## src/hdl/cpu_flags_pkg.sv

```systemverilog
// constants, carriers and state layout for the flags and address-mode core
// assumes a classic wishbone master on the same clock as the core
package cpu_flags_pkg;

	// register byte offsets
	localparam logic [7:0] ADR_CTRL    = 8'h00; // control pulses, mode, stacked flags
	localparam logic [7:0] ADR_INSN_LO = 8'h04; // instruction bytes 0..3
	localparam logic [7:0] ADR_INSN_HI = 8'h08; // instruction byte 4
	localparam logic [7:0] ADR_OPERAND = 8'h0c; // memory word handed to the core
	localparam logic [7:0] ADR_ACC     = 8'h10; // accumulators a and b
	localparam logic [7:0] ADR_INDEX   = 8'h14; // both index registers
	localparam logic [7:0] ADR_IPTR    = 8'h18; // instruction_pointer
	localparam logic [7:0] ADR_FLAGS   = 8'h1c; // condition_flags_register
	localparam logic [7:0] ADR_STATUS  = 8'h20; // effective address and decode status

	// control register bit positions
	localparam int CTRL_EXEC      = 0; // run the buffered instruction
	localparam int CTRL_RESET     = 1; // reset sequence with cause and mode
	localparam int CTRL_CAUSE_LSB = 2; // two-bit reset cause
	localparam int CTRL_BOOT      = 4; // test or boot mode
	localparam int CTRL_IRQ       = 5; // maskable interrupt request
	localparam int CTRL_HIGH_PRIORITY_INTERRUPT_PIN      = 6; // high_priority_interrupt_pin request

	// flag bit positions inside the condition flags register
	localparam int FLG_C = 0;
	localparam int FLG_V = 1;
	localparam int FLG_Z = 2;
	localparam int FLG_N = 3;
	localparam int FLG_I = 4;
	localparam int FLG_H = 5;
	localparam int FLG_X = 6;
	localparam int FLG_S = 7;

	// reset values
	localparam logic [7:0]  FLAGS_RESET = 8'hd0; // stop-disable and both masks set
	localparam logic [15:0] IPTR_RESET  = 16'h0000;

	// reset vectors by mode and cause
	localparam logic [15:0] VEC_NORMAL_PIN      = 16'hfffe;
	localparam logic [15:0] VEC_NORMAL_CLKMON   = 16'hfffc;
	localparam logic [15:0] VEC_NORMAL_WATCHDOG = 16'hfffa;
	localparam logic [15:0] VEC_SPECIAL         = 16'hbffe;

	// prebytes that select opcode pages one to three
	localparam logic [7:0] PRE_PAGE1 = 8'h18;
	localparam logic [7:0] PRE_PAGE2 = 8'h1a;
	localparam logic [7:0] PRE_PAGE3 = 8'hcd;

	// opcode page codes
	localparam logic [1:0] PG_BASE = 2'b00;
	localparam logic [1:0] PG_ONE  = 2'b01;
	localparam logic [1:0] PG_TWO  = 2'b10;
	localparam logic [1:0] PG_THREE = 2'b11;

	// high nibbles of memory-reference opcodes, and the branch row
	localparam logic [3:0] HI_IMM = 4'h8;
	localparam logic [3:0] HI_DIR = 4'h9;
	localparam logic [3:0] HI_IND = 4'ha;
	localparam logic [3:0] HI_EXT = 4'hb;
	localparam logic [3:0] HI_REL = 4'h2;

	// low nibbles selecting the accumulator-a memory operation
	localparam logic [3:0] GRP_CMP = 4'h1;
	localparam logic [3:0] GRP_LDA = 4'h6;
	localparam logic [3:0] GRP_STA = 4'h7;
	localparam logic [3:0] GRP_ADC = 4'h9;
	localparam logic [3:0] GRP_ADD = 4'hb;

	// branch condition codes (low nibble of a branch opcode)
	localparam logic [3:0] BR_ALWAYS = 4'h0;
	localparam logic [3:0] BR_CC = 4'h4;
	localparam logic [3:0] BR_CS = 4'h5;
	localparam logic [3:0] BR_NE = 4'h6;
	localparam logic [3:0] BR_EQ = 4'h7;
	localparam logic [3:0] BR_VC = 4'h8;
	localparam logic [3:0] BR_VS = 4'h9;
	localparam logic [3:0] BR_PL = 4'ha;
	localparam logic [3:0] BR_MI = 4'hb;

	// inherent opcodes
	localparam logic [7:0] OP_TAP  = 8'h06;
	localparam logic [7:0] OP_TPA  = 8'h07;
	localparam logic [7:0] OP_INX  = 8'h08;
	localparam logic [7:0] OP_DEX  = 8'h09;
	localparam logic [7:0] OP_CLI  = 8'h0e;
	localparam logic [7:0] OP_SEI  = 8'h0f;
	localparam logic [7:0] OP_TAB  = 8'h16;
	localparam logic [7:0] OP_TBA  = 8'h17;
	localparam logic [7:0] OP_ABA  = 8'h1b;
	localparam logic [7:0] OP_PULA = 8'h32;
	localparam logic [7:0] OP_PSHA = 8'h36;
	localparam logic [7:0] OP_ABX  = 8'h3a;
	localparam logic [7:0] OP_RTI  = 8'h3b;
	localparam logic [7:0] OP_MUL  = 8'h3d;
	localparam logic [7:0] OP_LSRA = 8'h44;
	localparam logic [7:0] OP_ASLA = 8'h48;
	localparam logic [7:0] OP_ROLA = 8'h49;
	localparam logic [7:0] OP_XGDX = 8'h8f;
	localparam logic [7:0] OP_STOP = 8'hcf;

	// reset causes
	typedef enum logic [1:0] {
		CAUSE_PIN      = 2'b00,
		CAUSE_CLKMON   = 2'b01,
		CAUSE_WATCHDOG = 2'b10
	} cause_e;

	// addressing modes
	typedef enum logic [2:0] {
		AM_INH = 3'b000,
		AM_IMM = 3'b001,
		AM_DIR = 3'b010,
		AM_EXT = 3'b011,
		AM_IND = 3'b100,
		AM_REL = 3'b101
	} amode_e;

	// sequencer states
	typedef enum logic [2:0] {
		ST_IDLE   = 3'b000,
		ST_EXEC   = 3'b001,
		ST_STACK  = 3'b010,
		ST_MASK   = 3'b011,
		ST_VECTOR = 3'b100
	} fsm_e;

	// wishbone request from the master
	typedef struct packed {
		logic        cyc;
		logic        stb;
		logic        we;
		logic [31:0] adr;
		logic [3:0]  sel;
		logic [31:0] dat;
	} wb_req_s;

	// wishbone answer to the master
	typedef struct packed {
		logic        ack;
		logic [31:0] dat;
	} wb_rsp_s;

	// adder result with its carries
	typedef struct packed {
		logic [7:0] res;
		logic       h;
		logic       v;
		logic       c;
	} alu_s;

	// outcome of one executed instruction
	typedef struct packed {
		logic [7:0]  acc_a;
		logic [7:0]  acc_b;
		logic [15:0] idx_x;
		logic [15:0] idx_y;
		logic [7:0]  flags;
		logic [15:0] iptr;
		logic [15:0] ea;
		amode_e      amode;
		logic        taken;
		logic [2:0]  len;
		logic        stopped;
		logic        bad_op;
	} exec_s;

	// whole state of the core
	typedef struct packed {
		fsm_e        fsm;
		wb_rsp_s     rsp;
		logic [39:0] insn;
		logic [15:0] operand;
		exec_s       cpu;
		logic        boot;
		logic        irq_pend;
		logic        high_priority_interrupt_pin_pend;
		logic        svc_x;
		logic [7:0]  stacked_flags;
	} state_s;

endpackage : cpu_flags_pkg

```

## src/hdl/cpu_flags_and_address_modes.sv

```systemverilog
// flags, reset vectors, interrupt masking and effective-address core
// assumes a classic wishbone master on clk_i feeding instruction bytes and memory words
`timescale 1ns/1ps

module cpu_flags_and_address_modes (
	// clock and reset
	input  wire logic                    clk_i,
	input  wire logic                    rst_i,
	// wishbone slave
	input  wire cpu_flags_pkg::wb_req_s  wb_i,
	output      cpu_flags_pkg::wb_rsp_s  wb_o
);
	import cpu_flags_pkg::*;

	state_s      st_reg;   // all state
	state_s      st_next;  // next state
	exec_s       ex;       // result of the buffered instruction
	logic [31:0] rd_data;  // read mux
	logic        access;   // new bus cycle this clock
	logic        ctrl_wr;  // write to the control byte

	// 8-bit add with half carry, carry and signed overflow
	function automatic alu_s add8(input logic [7:0] a, input logic [7:0] b, input logic cin);
		alu_s       r;
		logic [8:0] s;
		logic [4:0] lo;
		lo = {1'b0, a[3:0]} + {1'b0, b[3:0]} + {4'h0, cin};
		s = {1'b0, a} + {1'b0, b} + {8'h00, cin};
		r.res = s[7:0];
		r.h = lo[4];
		r.c = s[8];
		r.v = (a[7] == b[7]) && (s[7] != a[7]);
		return r;
	endfunction

	// 8-bit subtract, carry holds the borrow
	function automatic alu_s sub8(input logic [7:0] a, input logic [7:0] b);
		alu_s       r;
		logic [8:0] s;
		s = {1'b0, a} - {1'b0, b};
		r.res = s[7:0];
		r.h = 1'b0;
		r.c = s[8];
		r.v = (a[7] != b[7]) && (s[7] != a[7]);
		return r;
	endfunction

	// negative and zero from a byte result
	function automatic logic [7:0] set_nz(input logic [7:0] f, input logic [7:0] res);
		logic [7:0] r;
		r = f;
		r[FLG_N] = res[7];
		r[FLG_Z] = (res == 8'h00);
		return r;
	endfunction

	// load flags from a byte; the high-priority mask may only go from one to zero
	function automatic logic [7:0] cc_restore(input logic [7:0] old, input logic [7:0] src);
		logic [7:0] r;
		r = src;
		r[FLG_X] = old[FLG_X] & src[FLG_X];
		return r;
	endfunction

	// branch condition test
	function automatic logic branch_true(input logic [3:0] cond, input logic [7:0] f);
		logic t;
		case (cond)
			BR_ALWAYS: t = 1'b1;
			BR_CC:     t = !f[FLG_C];
			BR_CS:     t = f[FLG_C];
			BR_NE:     t = !f[FLG_Z];
			BR_EQ:     t = f[FLG_Z];
			BR_VC:     t = !f[FLG_V];
			BR_VS:     t = f[FLG_V];
			BR_PL:     t = !f[FLG_N];
			BR_MI:     t = f[FLG_N];
			default:   t = 1'b0;
		endcase
		return t;
	endfunction

	// reset vector address by mode and cause
	function automatic logic [15:0] vector_addr(input logic boot, input logic [1:0] cause);
		logic [15:0] v;
		if (boot) begin
			v = VEC_SPECIAL;
		end else begin
			case (cause)
				CAUSE_CLKMON:   v = VEC_NORMAL_CLKMON;
				CAUSE_WATCHDOG: v = VEC_NORMAL_WATCHDOG;
				default:        v = VEC_NORMAL_PIN;
			endcase
		end
		return v;
	endfunction

	// byte-lane merge for writes
	function automatic logic [31:0] merge(input logic [31:0] old, input logic [31:0] d, input logic [3:0] sel);
		logic [31:0] r;
		r = old;
		for (int i = 0; i < 4; i++) begin
			if (sel[i]) begin
				r[i*8 +: 8] = d[i*8 +: 8];
			end
		end
		return r;
	endfunction

	// decode and execute the buffered instruction against the current registers
	always_comb begin
		logic        pre;
		logic [1:0]  page;
		logic [7:0]  op;
		logic [7:0]  o0;
		logic [7:0]  o1;
		logic [2:0]  plen;
		logic [15:0] idx;
		logic [15:0] next;
		logic [15:0] prod;
		logic [7:0]  m;
		alu_s        r;
		pre = 1'b0;
		page = PG_BASE;
		op = 8'h00;
		o0 = 8'h00;
		o1 = 8'h00;
		plen = 3'd0;
		idx = 16'h0000;
		next = 16'h0000;
		prod = 16'h0000;
		m = st_reg.operand[7:0];
		r = '0;
		ex = st_reg.cpu;
		ex.stopped = 1'b0;
		ex.bad_op = 1'b0;
		ex.taken = 1'b0;
		// page select by optional prebyte
		case (st_reg.insn[7:0])
			PRE_PAGE1: page = PG_ONE;
			PRE_PAGE2: page = PG_TWO;
			PRE_PAGE3: page = PG_THREE;
			default:   page = PG_BASE;
		endcase
		pre = (page != PG_BASE);
		plen = pre ? 3'd1 : 3'd0;
		op = pre ? st_reg.insn[15:8] : st_reg.insn[7:0];
		o0 = pre ? st_reg.insn[23:16] : st_reg.insn[15:8];
		o1 = pre ? st_reg.insn[31:24] : st_reg.insn[23:16];
		idx = (page == PG_ONE) ? st_reg.cpu.idx_y : st_reg.cpu.idx_x;
		// addressing mode from the opcode row
		case (op[7:4])
			HI_IMM:  ex.amode = AM_IMM;
			HI_DIR:  ex.amode = AM_DIR;
			HI_IND:  ex.amode = AM_IND;
			HI_EXT:  ex.amode = AM_EXT;
			HI_REL:  ex.amode = AM_REL;
			default: ex.amode = AM_INH;
		endcase
		// length and effective address
		case (ex.amode)
			AM_IMM: begin
				ex.len = plen + 3'd2;
				ex.ea = st_reg.cpu.iptr + {13'h0000, plen} + 16'h0001;
			end
			AM_DIR: begin
				ex.len = plen + 3'd2;
				ex.ea = {8'h00, o0};
			end
			AM_EXT: begin
				ex.len = plen + 3'd3;
				ex.ea = {o0, o1};
			end
			AM_IND: begin
				ex.len = plen + 3'd2;
				ex.ea = idx + {8'h00, o0};
			end
			AM_REL: begin
				ex.len = plen + 3'd2;
			end
			default: begin
				ex.len = plen + 3'd1;
			end
		endcase
		next = st_reg.cpu.iptr + {13'h0000, ex.len};
		if (ex.amode == AM_REL) begin
			ex.ea = next + {{8{o0[7]}}, o0};
			ex.taken = (page == PG_BASE) && branch_true(op[3:0], st_reg.cpu.flags);
			ex.bad_op = (page != PG_BASE);
		end else if (ex.amode != AM_INH) begin
			// accumulator-a memory operations
			ex.bad_op = !((page == PG_BASE) || (page == PG_ONE && ex.amode == AM_IND));
			case (op[3:0])
				GRP_ADD, GRP_ADC: begin
					r = add8(st_reg.cpu.acc_a, m, (op[3:0] == GRP_ADC) && st_reg.cpu.flags[FLG_C]);
					ex.acc_a = r.res;
					ex.flags = set_nz(st_reg.cpu.flags, r.res);
					ex.flags[FLG_H] = r.h;
					ex.flags[FLG_V] = r.v;
					ex.flags[FLG_C] = r.c;
				end
				GRP_CMP: begin
					r = sub8(st_reg.cpu.acc_a, m);
					ex.flags = set_nz(st_reg.cpu.flags, r.res);
					ex.flags[FLG_V] = r.v;
					ex.flags[FLG_C] = r.c;
				end
				GRP_LDA: begin
					ex.acc_a = m;
					ex.flags = set_nz(st_reg.cpu.flags, m);
					ex.flags[FLG_V] = 1'b0;
				end
				GRP_STA: begin
					ex.bad_op = ex.bad_op || (ex.amode == AM_IMM);
					ex.flags = set_nz(st_reg.cpu.flags, st_reg.cpu.acc_a);
					ex.flags[FLG_V] = 1'b0;
				end
				default: ex.bad_op = 1'b1;
			endcase
		end else begin
			// inherent operations, keyed by page and opcode
			case ({page, op})
				{PG_BASE, OP_ABA}: begin
					r = add8(st_reg.cpu.acc_a, st_reg.cpu.acc_b, 1'b0);
					ex.acc_a = r.res;
					ex.flags = set_nz(st_reg.cpu.flags, r.res);
					ex.flags[FLG_H] = r.h;
					ex.flags[FLG_V] = r.v;
					ex.flags[FLG_C] = r.c;
				end
				{PG_BASE, OP_ABX}: ex.idx_x = st_reg.cpu.idx_x + {8'h00, st_reg.cpu.acc_b};
				{PG_ONE, OP_ABX}:  ex.idx_y = st_reg.cpu.idx_y + {8'h00, st_reg.cpu.acc_b};
				{PG_BASE, OP_INX}: ex.idx_x = st_reg.cpu.idx_x + 16'h0001;
				{PG_BASE, OP_DEX}: ex.idx_x = st_reg.cpu.idx_x - 16'h0001;
				{PG_ONE, OP_INX}:  ex.idx_y = st_reg.cpu.idx_y + 16'h0001;
				{PG_ONE, OP_DEX}:  ex.idx_y = st_reg.cpu.idx_y - 16'h0001;
				{PG_BASE, OP_PSHA}: ex.ea = st_reg.cpu.iptr;
				{PG_BASE, OP_PULA}: ex.acc_a = m;
				{PG_BASE, OP_TAB}: ex.acc_b = st_reg.cpu.acc_a;
				{PG_BASE, OP_TBA}: ex.acc_a = st_reg.cpu.acc_b;
				{PG_BASE, OP_XGDX}: begin
					{ex.acc_a, ex.acc_b} = st_reg.cpu.idx_x;
					ex.idx_x = {st_reg.cpu.acc_a, st_reg.cpu.acc_b};
				end
				{PG_ONE, OP_XGDX}: begin
					{ex.acc_a, ex.acc_b} = st_reg.cpu.idx_y;
					ex.idx_y = {st_reg.cpu.acc_a, st_reg.cpu.acc_b};
				end
				{PG_BASE, OP_TAP}: ex.flags = cc_restore(st_reg.cpu.flags, st_reg.cpu.acc_a);
				{PG_BASE, OP_TPA}: ex.acc_a = st_reg.cpu.flags;
				{PG_BASE, OP_RTI}: ex.flags = cc_restore(st_reg.cpu.flags, m);
				{PG_BASE, OP_CLI}: ex.flags[FLG_I] = 1'b0;
				{PG_BASE, OP_SEI}: ex.flags[FLG_I] = 1'b1;
				{PG_BASE, OP_STOP}: ex.stopped = !st_reg.cpu.flags[FLG_S];
				{PG_BASE, OP_ASLA}, {PG_BASE, OP_LSRA}, {PG_BASE, OP_ROLA}: begin
					// shifts pass the outgoing bit through carry
					if (op == OP_LSRA) begin
						ex.acc_a = {1'b0, st_reg.cpu.acc_a[7:1]};
						ex.flags[FLG_C] = st_reg.cpu.acc_a[0];
					end else begin
						ex.acc_a = {st_reg.cpu.acc_a[6:0], (op == OP_ROLA) && st_reg.cpu.flags[FLG_C]};
						ex.flags[FLG_C] = st_reg.cpu.acc_a[7];
					end
					ex.flags = set_nz(ex.flags, ex.acc_a);
					ex.flags[FLG_V] = ex.flags[FLG_N] ^ ex.flags[FLG_C];
				end
				{PG_BASE, OP_MUL}: begin
					prod = {8'h00, st_reg.cpu.acc_a} * {8'h00, st_reg.cpu.acc_b};
					{ex.acc_a, ex.acc_b} = prod;
					ex.flags[FLG_C] = prod[7];
				end
				default: ex.bad_op = 1'b1;
			endcase
			// index steps change only the zero flag
			if ((op == OP_INX || op == OP_DEX) && (page == PG_BASE || page == PG_ONE)) begin
				ex.flags[FLG_Z] = ((page == PG_ONE) ? ex.idx_y : ex.idx_x) == 16'h0000;
			end
		end
		ex.iptr = ex.taken ? ex.ea : next;
	end

	// read mux, unmapped or out-of-page addresses read zero
	always_comb begin
		rd_data = 32'h0000_0000;
		if (wb_i.adr[31:8] == 24'h000000) begin
			case (wb_i.adr[7:0])
				ADR_CTRL:    rd_data = {16'h0000, st_reg.stacked_flags, 3'b000, st_reg.boot, 4'h0};
				ADR_INSN_LO: rd_data = st_reg.insn[31:0];
				ADR_INSN_HI: rd_data = {24'h000000, st_reg.insn[39:32]};
				ADR_OPERAND: rd_data = {16'h0000, st_reg.operand};
				ADR_ACC:     rd_data = {16'h0000, st_reg.cpu.acc_b, st_reg.cpu.acc_a};
				ADR_INDEX:   rd_data = {st_reg.cpu.idx_y, st_reg.cpu.idx_x};
				ADR_IPTR:    rd_data = {16'h0000, st_reg.cpu.iptr};
				ADR_FLAGS:   rd_data = {24'h000000, st_reg.cpu.flags};
				ADR_STATUS:  rd_data = {3'b000, st_reg.boot, st_reg.high_priority_interrupt_pin_pend, st_reg.irq_pend,
				                        st_reg.fsm != ST_IDLE, st_reg.cpu.bad_op, st_reg.cpu.stopped,
				                        st_reg.cpu.len, st_reg.cpu.taken, st_reg.cpu.amode, st_reg.cpu.ea};
				default:     rd_data = 32'h0000_0000;
			endcase
		end
	end

	// next-state logic: bus slave, sequencer, interrupt requests
	always_comb begin
		logic [31:0] w;
		w = 32'h0000_0000;
		st_next = st_reg;
		access = wb_i.cyc && wb_i.stb && !st_reg.rsp.ack;
		ctrl_wr = access && wb_i.we && (wb_i.adr == {24'h000000, ADR_CTRL}) && wb_i.sel[0];
		st_next.rsp.ack = access;
		if (access) begin
			st_next.rsp.dat = rd_data;
		end
		// register writes, taken with the ack
		if (access && wb_i.we && wb_i.adr[31:8] == 24'h000000) begin
			case (wb_i.adr[7:0])
				ADR_INSN_LO: st_next.insn[31:0] = merge(st_reg.insn[31:0], wb_i.dat, wb_i.sel);
				ADR_INSN_HI: begin
					w = merge({24'h000000, st_reg.insn[39:32]}, wb_i.dat, wb_i.sel);
					st_next.insn[39:32] = w[7:0];
				end
				ADR_OPERAND: begin
					w = merge({16'h0000, st_reg.operand}, wb_i.dat, wb_i.sel);
					st_next.operand = w[15:0];
				end
				ADR_ACC: begin
					w = merge({16'h0000, st_reg.cpu.acc_b, st_reg.cpu.acc_a}, wb_i.dat, wb_i.sel);
					{st_next.cpu.acc_b, st_next.cpu.acc_a} = w[15:0];
				end
				ADR_INDEX: {st_next.cpu.idx_y, st_next.cpu.idx_x} =
					merge({st_reg.cpu.idx_y, st_reg.cpu.idx_x}, wb_i.dat, wb_i.sel);
				ADR_IPTR: begin
					w = merge({16'h0000, st_reg.cpu.iptr}, wb_i.dat, wb_i.sel);
					st_next.cpu.iptr = w[15:0];
				end
				ADR_FLAGS: begin
					w = merge({24'h000000, st_reg.cpu.flags}, wb_i.dat, wb_i.sel);
					st_next.cpu.flags = cc_restore(st_reg.cpu.flags, w[7:0]);
				end
				default: ;
			endcase
		end
		// sequencer
		case (st_reg.fsm)
			ST_IDLE: begin
				if (ctrl_wr && wb_i.dat[CTRL_RESET]) begin
					st_next.boot = wb_i.dat[CTRL_BOOT];
					st_next.cpu.ea = vector_addr(wb_i.dat[CTRL_BOOT], wb_i.dat[CTRL_CAUSE_LSB +: 2]);
					st_next.cpu.iptr = st_reg.operand;
					st_next.cpu.flags = st_reg.cpu.flags | FLAGS_RESET;
					st_next.cpu.stopped = 1'b0;
				end else if (ctrl_wr && wb_i.dat[CTRL_EXEC]) begin
					st_next.fsm = ST_EXEC;
				end else if (st_reg.high_priority_interrupt_pin_pend && !st_reg.cpu.flags[FLG_X]) begin
					st_next.svc_x = 1'b1;
					st_next.fsm = ST_STACK;
				end else if (st_reg.irq_pend && !st_reg.cpu.flags[FLG_I]) begin
					st_next.svc_x = 1'b0;
					st_next.fsm = ST_STACK;
				end
			end
			ST_EXEC: begin
				st_next.cpu = ex;
				st_next.fsm = ST_IDLE;
			end
			ST_STACK: begin
				// flags saved before any mask changes
				st_next.stacked_flags = st_reg.cpu.flags;
				if (st_reg.svc_x) begin
					st_next.high_priority_interrupt_pin_pend = 1'b0;
				end else begin
					st_next.irq_pend = 1'b0;
				end
				st_next.fsm = ST_MASK;
			end
			ST_MASK: begin
				st_next.cpu.flags[FLG_I] = 1'b1;
				if (st_reg.svc_x) begin
					st_next.cpu.flags[FLG_X] = 1'b1;
				end
				st_next.fsm = ST_VECTOR;
			end
			ST_VECTOR: begin
				st_next.cpu.iptr = st_reg.operand;
				st_next.fsm = ST_IDLE;
			end
			default: st_next.fsm = ST_IDLE;
		endcase
		// new requests win over the clear on service
		if (ctrl_wr && wb_i.dat[CTRL_IRQ]) begin
			st_next.irq_pend = 1'b1;
		end
		if (ctrl_wr && wb_i.dat[CTRL_HIGH_PRIORITY_INTERRUPT_PIN]) begin
			st_next.high_priority_interrupt_pin_pend = 1'b1;
		end
	end

	// state register with synchronous reset
	always_ff @(posedge clk_i) begin
		if (rst_i) begin
			st_reg <= '0;
			st_reg.cpu.flags <= FLAGS_RESET;
			st_reg.cpu.ea <= VEC_NORMAL_PIN;
			st_reg.cpu.iptr <= IPTR_RESET;
		end else begin
			st_reg <= st_next;
		end
	end

	// bus answer straight from the state register
	assign wb_o = st_reg.rsp;

endmodule // cpu_flags_and_address_modes

```

## config.mk

```make
export PLATFORM = sky130hd
export DESIGN_NAME = cpu_flags_and_address_modes
export DESIGN_NICKNAME = d
export VERILOG_FILES = /design/src/hdl/cpu_flags_pkg.sv /design/src/hdl/cpu_flags_and_address_modes.sv
export SDC_FILE = /design/constraint.sdc
export NUM_CORES = 1
export LEC_CHECK = 0
export ABC_AREA = 1
export BUFFER_PORTS_ARGS = -buffer_cell sky130_fd_sc_hd__buf_4
export CORE_MARGIN = 1
export CORE_UTILIZATION = 40
export CTS_CLUSTER_SIZE = 8
export DETAILED_ROUTE_END_ITERATION = 12
export PLACE_DENSITY_LB_ADDON = 0.25
export SYNTH_ARGS = -nofsm -noshare
export SYNTH_HDL_FRONTEND = slang
export SYNTH_SLANG_ARGS = --single-unit
export TNS_END_PERCENT = 10
```

## constraint.sdc

```tcl
create_clock -name clk_i -period 5.5 [get_ports clk_i]
set_input_delay 1.1 -clock clk_i [delete_from_list [all_inputs] [get_ports clk_i]]
set_output_delay 1.1 -clock clk_i [all_outputs]
set_load 0.1 [all_outputs]
```

==> flow_summary.toml <==
[yosys]
synth_seq_cells = 201
synthTopCellsByArea = "dfxtp_1 (20%), nand2_1 (12%), inv_1 (7.5%), ha_1 (7.4%), a21oi_1 (7.3%)"
postSynthCellCount = 3128
ys_seq_area_share_pct = 20.1
synth_area_sq_um = 20000
synth.distinct_cells = 62
ys_warn_count = 0
ys_async_sr_fraction_pct = 0
syn_nets = 3365
syn_avg_cell_area_sq_um = 6.40
synth_ff_type = "dfxtp_1"
yosys.area.top_type = "dfxtp_1"
yosysTopAreaCellShare_pct = 20.1
synth_edf_count = 0

[sta]
finalCritPeriodShare_pct = 93.3
hold_viol = 0
rsz0062_at_grt = "yes"
tns_ps = 0
slew_headroom_pct = 26.1
finalSetupViolCount = 0
worstMarginPinSlew_ps = 1110
fin_crit_ps = 5130
fin_skew_ps = 15.1
fmax_mhz = 195
post-route-worst-setup-slack_ps = 366
slew_violations = 0

[die]
die_area_sq_um = 50900
start_util_pct = 40.7
core_area_sq_um = 49200
die_x_microns = 226
pin_count = 106
dieHeight_microns = 226
fp-row-count = 81

[global_route]
grt_usage_pct = 41.7
antenna_found_initial = 7
grt_overflow = 0
grt_pass1_wl_microns = 153000
grt_pass1_vias = 22169
grt_max_degree = 83

[clock_tree]
hold_buffers = 0
htree_num_levels = 1
clock_sinks = 201
cts_tree = "built"
clockBufferDepth = 3
cts_inserted_buffers = 30
clk-insertion-delay-late_ps = 590
cts_root_buf = "clkbuf_16"
clk_pin_slew_worst_paths_ps = 60

[setup_path]
critPathMaxStageDelay_ps = 430
required_ps = 5920
critPathBufInv = 5
ff2ff_path_depth = 32
path_class = "register to register"
r2r_start = "st_reg[127]"
crit_arrival_ps = 5550
rrSetupSlack_ps = 370
start_kind = "register"
cpLargestDelayFamily = "compound AO/OA/AOI/OAI gates"
cpMostUsedCell = "a21oi_1"
worst_path_max_delay_cell = "fa_1"
critPathCaptureType = "register"
reg2reg_to = "st_reg[34]"
cp_max_fo = 7

[route]
drcViolationCount = 0
first_pass_iters = 6
routed_via_density = 6.19
vias = 23992
routedWlPerCell_microns = 27.9
drtIter0Drc = 3254
ant_nets = 0
routed_wirelength_microns = 108000

[placement]
placed_cell_area_sq_um = 21600
place_inst = 3833
dp.final_hpwl_microns = 85500
routabilityCongestion = 1.03
pre_cts_ws_ps = 82.0
io_buffers = 105

[cells_and_area]
final_area_sq_um = 22500
largest_reg_flops = 168
stdcell_count = 3876
area_growth_pct = 12.7
layout.nets = 3441
fillers = 5275
drive_gt1_share_pct = 11.4
multi_input_area_sq_um = 13600
regArea_sq_um = 4030

[power]
peakVddDrop_mv = 0.237
leakage_nw = 10.1
totalPowerFinal_mw = 3.38
power_density_nw_per_um2 = 150

[worst_hold_path]
holdPathStages = 2
holdCritStartpoint = "wb_o[20]"
holdPathEnd = "wb_o[20]"
hold_class = "register to register"

[outcome]
status = "finished clean"

[flow_run]
maxCapViolations = 0
final cells by class:
class,instances,share of cell area [%]
Clock inverter,3,0.178
Inverter,426,7.10
Timing Repair Buffer,210,7.03
Tap cell,664,3.69
Clock buffer,34,3.58
Antenna cell,3,0.0333
Multi-Input combinational cell,2335,60.5
Sequential cell,201,17.9
placed cells by master, fill, tap and decap left out, types with 51 or more instances in the layout:
master	instances
xor2_1	55
ha_1	119
inv_1	402
a21oi_1	286
o21ai_0	237
a211oi_1	57
nor2_1	279
buf_4	208
nor3_1	52
o22ai_1	51
dfxtp_1	197
nand2_1	654
nand3_1	107
timing repair:
action / CTS / global route
gates resized for setup: 0 / 36
setup endpoints to repair: 0 / 16
buffers inserted: 0 / 3
kinds of logic after synthesis:
group	synth area share, %
flops	20.1
simple gates	27.0
compound gates	25.6
xor+xnor	3.11
buf+inv	12.2
fa+ha+maj	11.9
Yosys cell counts, types with 5 or more instances:
master	count
clkinv_1	6
nor4_1	22
inv_1	402
a221oi_1	43
nand2_1	658
clkbuf_1	93
a31oi_1	30
nor3_1	53
xnor2_1	14
xor2_1	57
o2111ai_1	12
o21ai_1	11
inv_2	18
a22oi_1	13
buf_4	41
nor2_2	11
nor2_1	288
o21a_1	6
o21ai_0	242
o31ai_1	6
o22ai_1	51
ha_1	119
nand2_2	19
nand4_1	39
o221ai_1	20
a211oi_1	57
nand2_4	9
nand3_1	107
o21bai_1	10
o211ai_1	35
fa_1	45
or2_2	8
dfxtp_1	201
o41ai_1	5
buf_2	24
nor2_4	7
a41oi_1	8
a21oi_1	290
per-layer routing:
layer	wire length (microns)	GRT usage [%]	up-vias	part of all wire, %
met2	43200	59.3	1620	40
met1	45800	58.6	11368	42
met3	13500	10.6	296	12
met4	5670	18.6	4	5.2
met5	27	0	-	0.025
li1	-	-	10704	-
per-stage QoR:
| stage | util [%] | hold WS (ps) |
|---|---|---|
| 3_5_place_dp | 43.9 | 456 |
| 5_1_grt | 45.9 | 483 |
| 2_1_floorplan | - | 437 |
| 4_1_cts | 45.6 | 464 |
| 3_3_place_gp | 43.9 | 452 |
| 6_report | 45.9 | 463 |
report_power, final:
group / switching, mW / leakage [nW] / internal, mW / total [mW]
clock network: 0.729 / 0.420 / 1.06 / 1.79
registers: 0.000139 / 1.62 / 1.46 / 1.46
logic: 0.0916 / 8.02 / 0.0437 / 0.135
worst min-delay path, delay by kind of cell, from the launching register on:
| family | cells | cell delay, ps |
|---|---|---|
| AOI/OAI and AO/OA | 1 | 50 |
| DFF | 1 | 300 |
| and+or+nand+nor | 1 | 60 |
worst max path at each step:
stage | end | slack [ps] | startpoint | cells after the start
CTS | st_reg[35] | 50 | st_reg[127] | 31
floorplan | st_reg[51] | 680 | st_reg[129] | 36
finish | st_reg[34] | 370 | st_reg[127] | 32
global route | st_reg[34] | -90 | st_reg[127] | 32
global placement | st_reg[35] | 220 | st_reg[127] | 36
detailed placement | st_reg[51] | 80 | st_reg[127] | 31
Power figures use the tool's default switching activity.
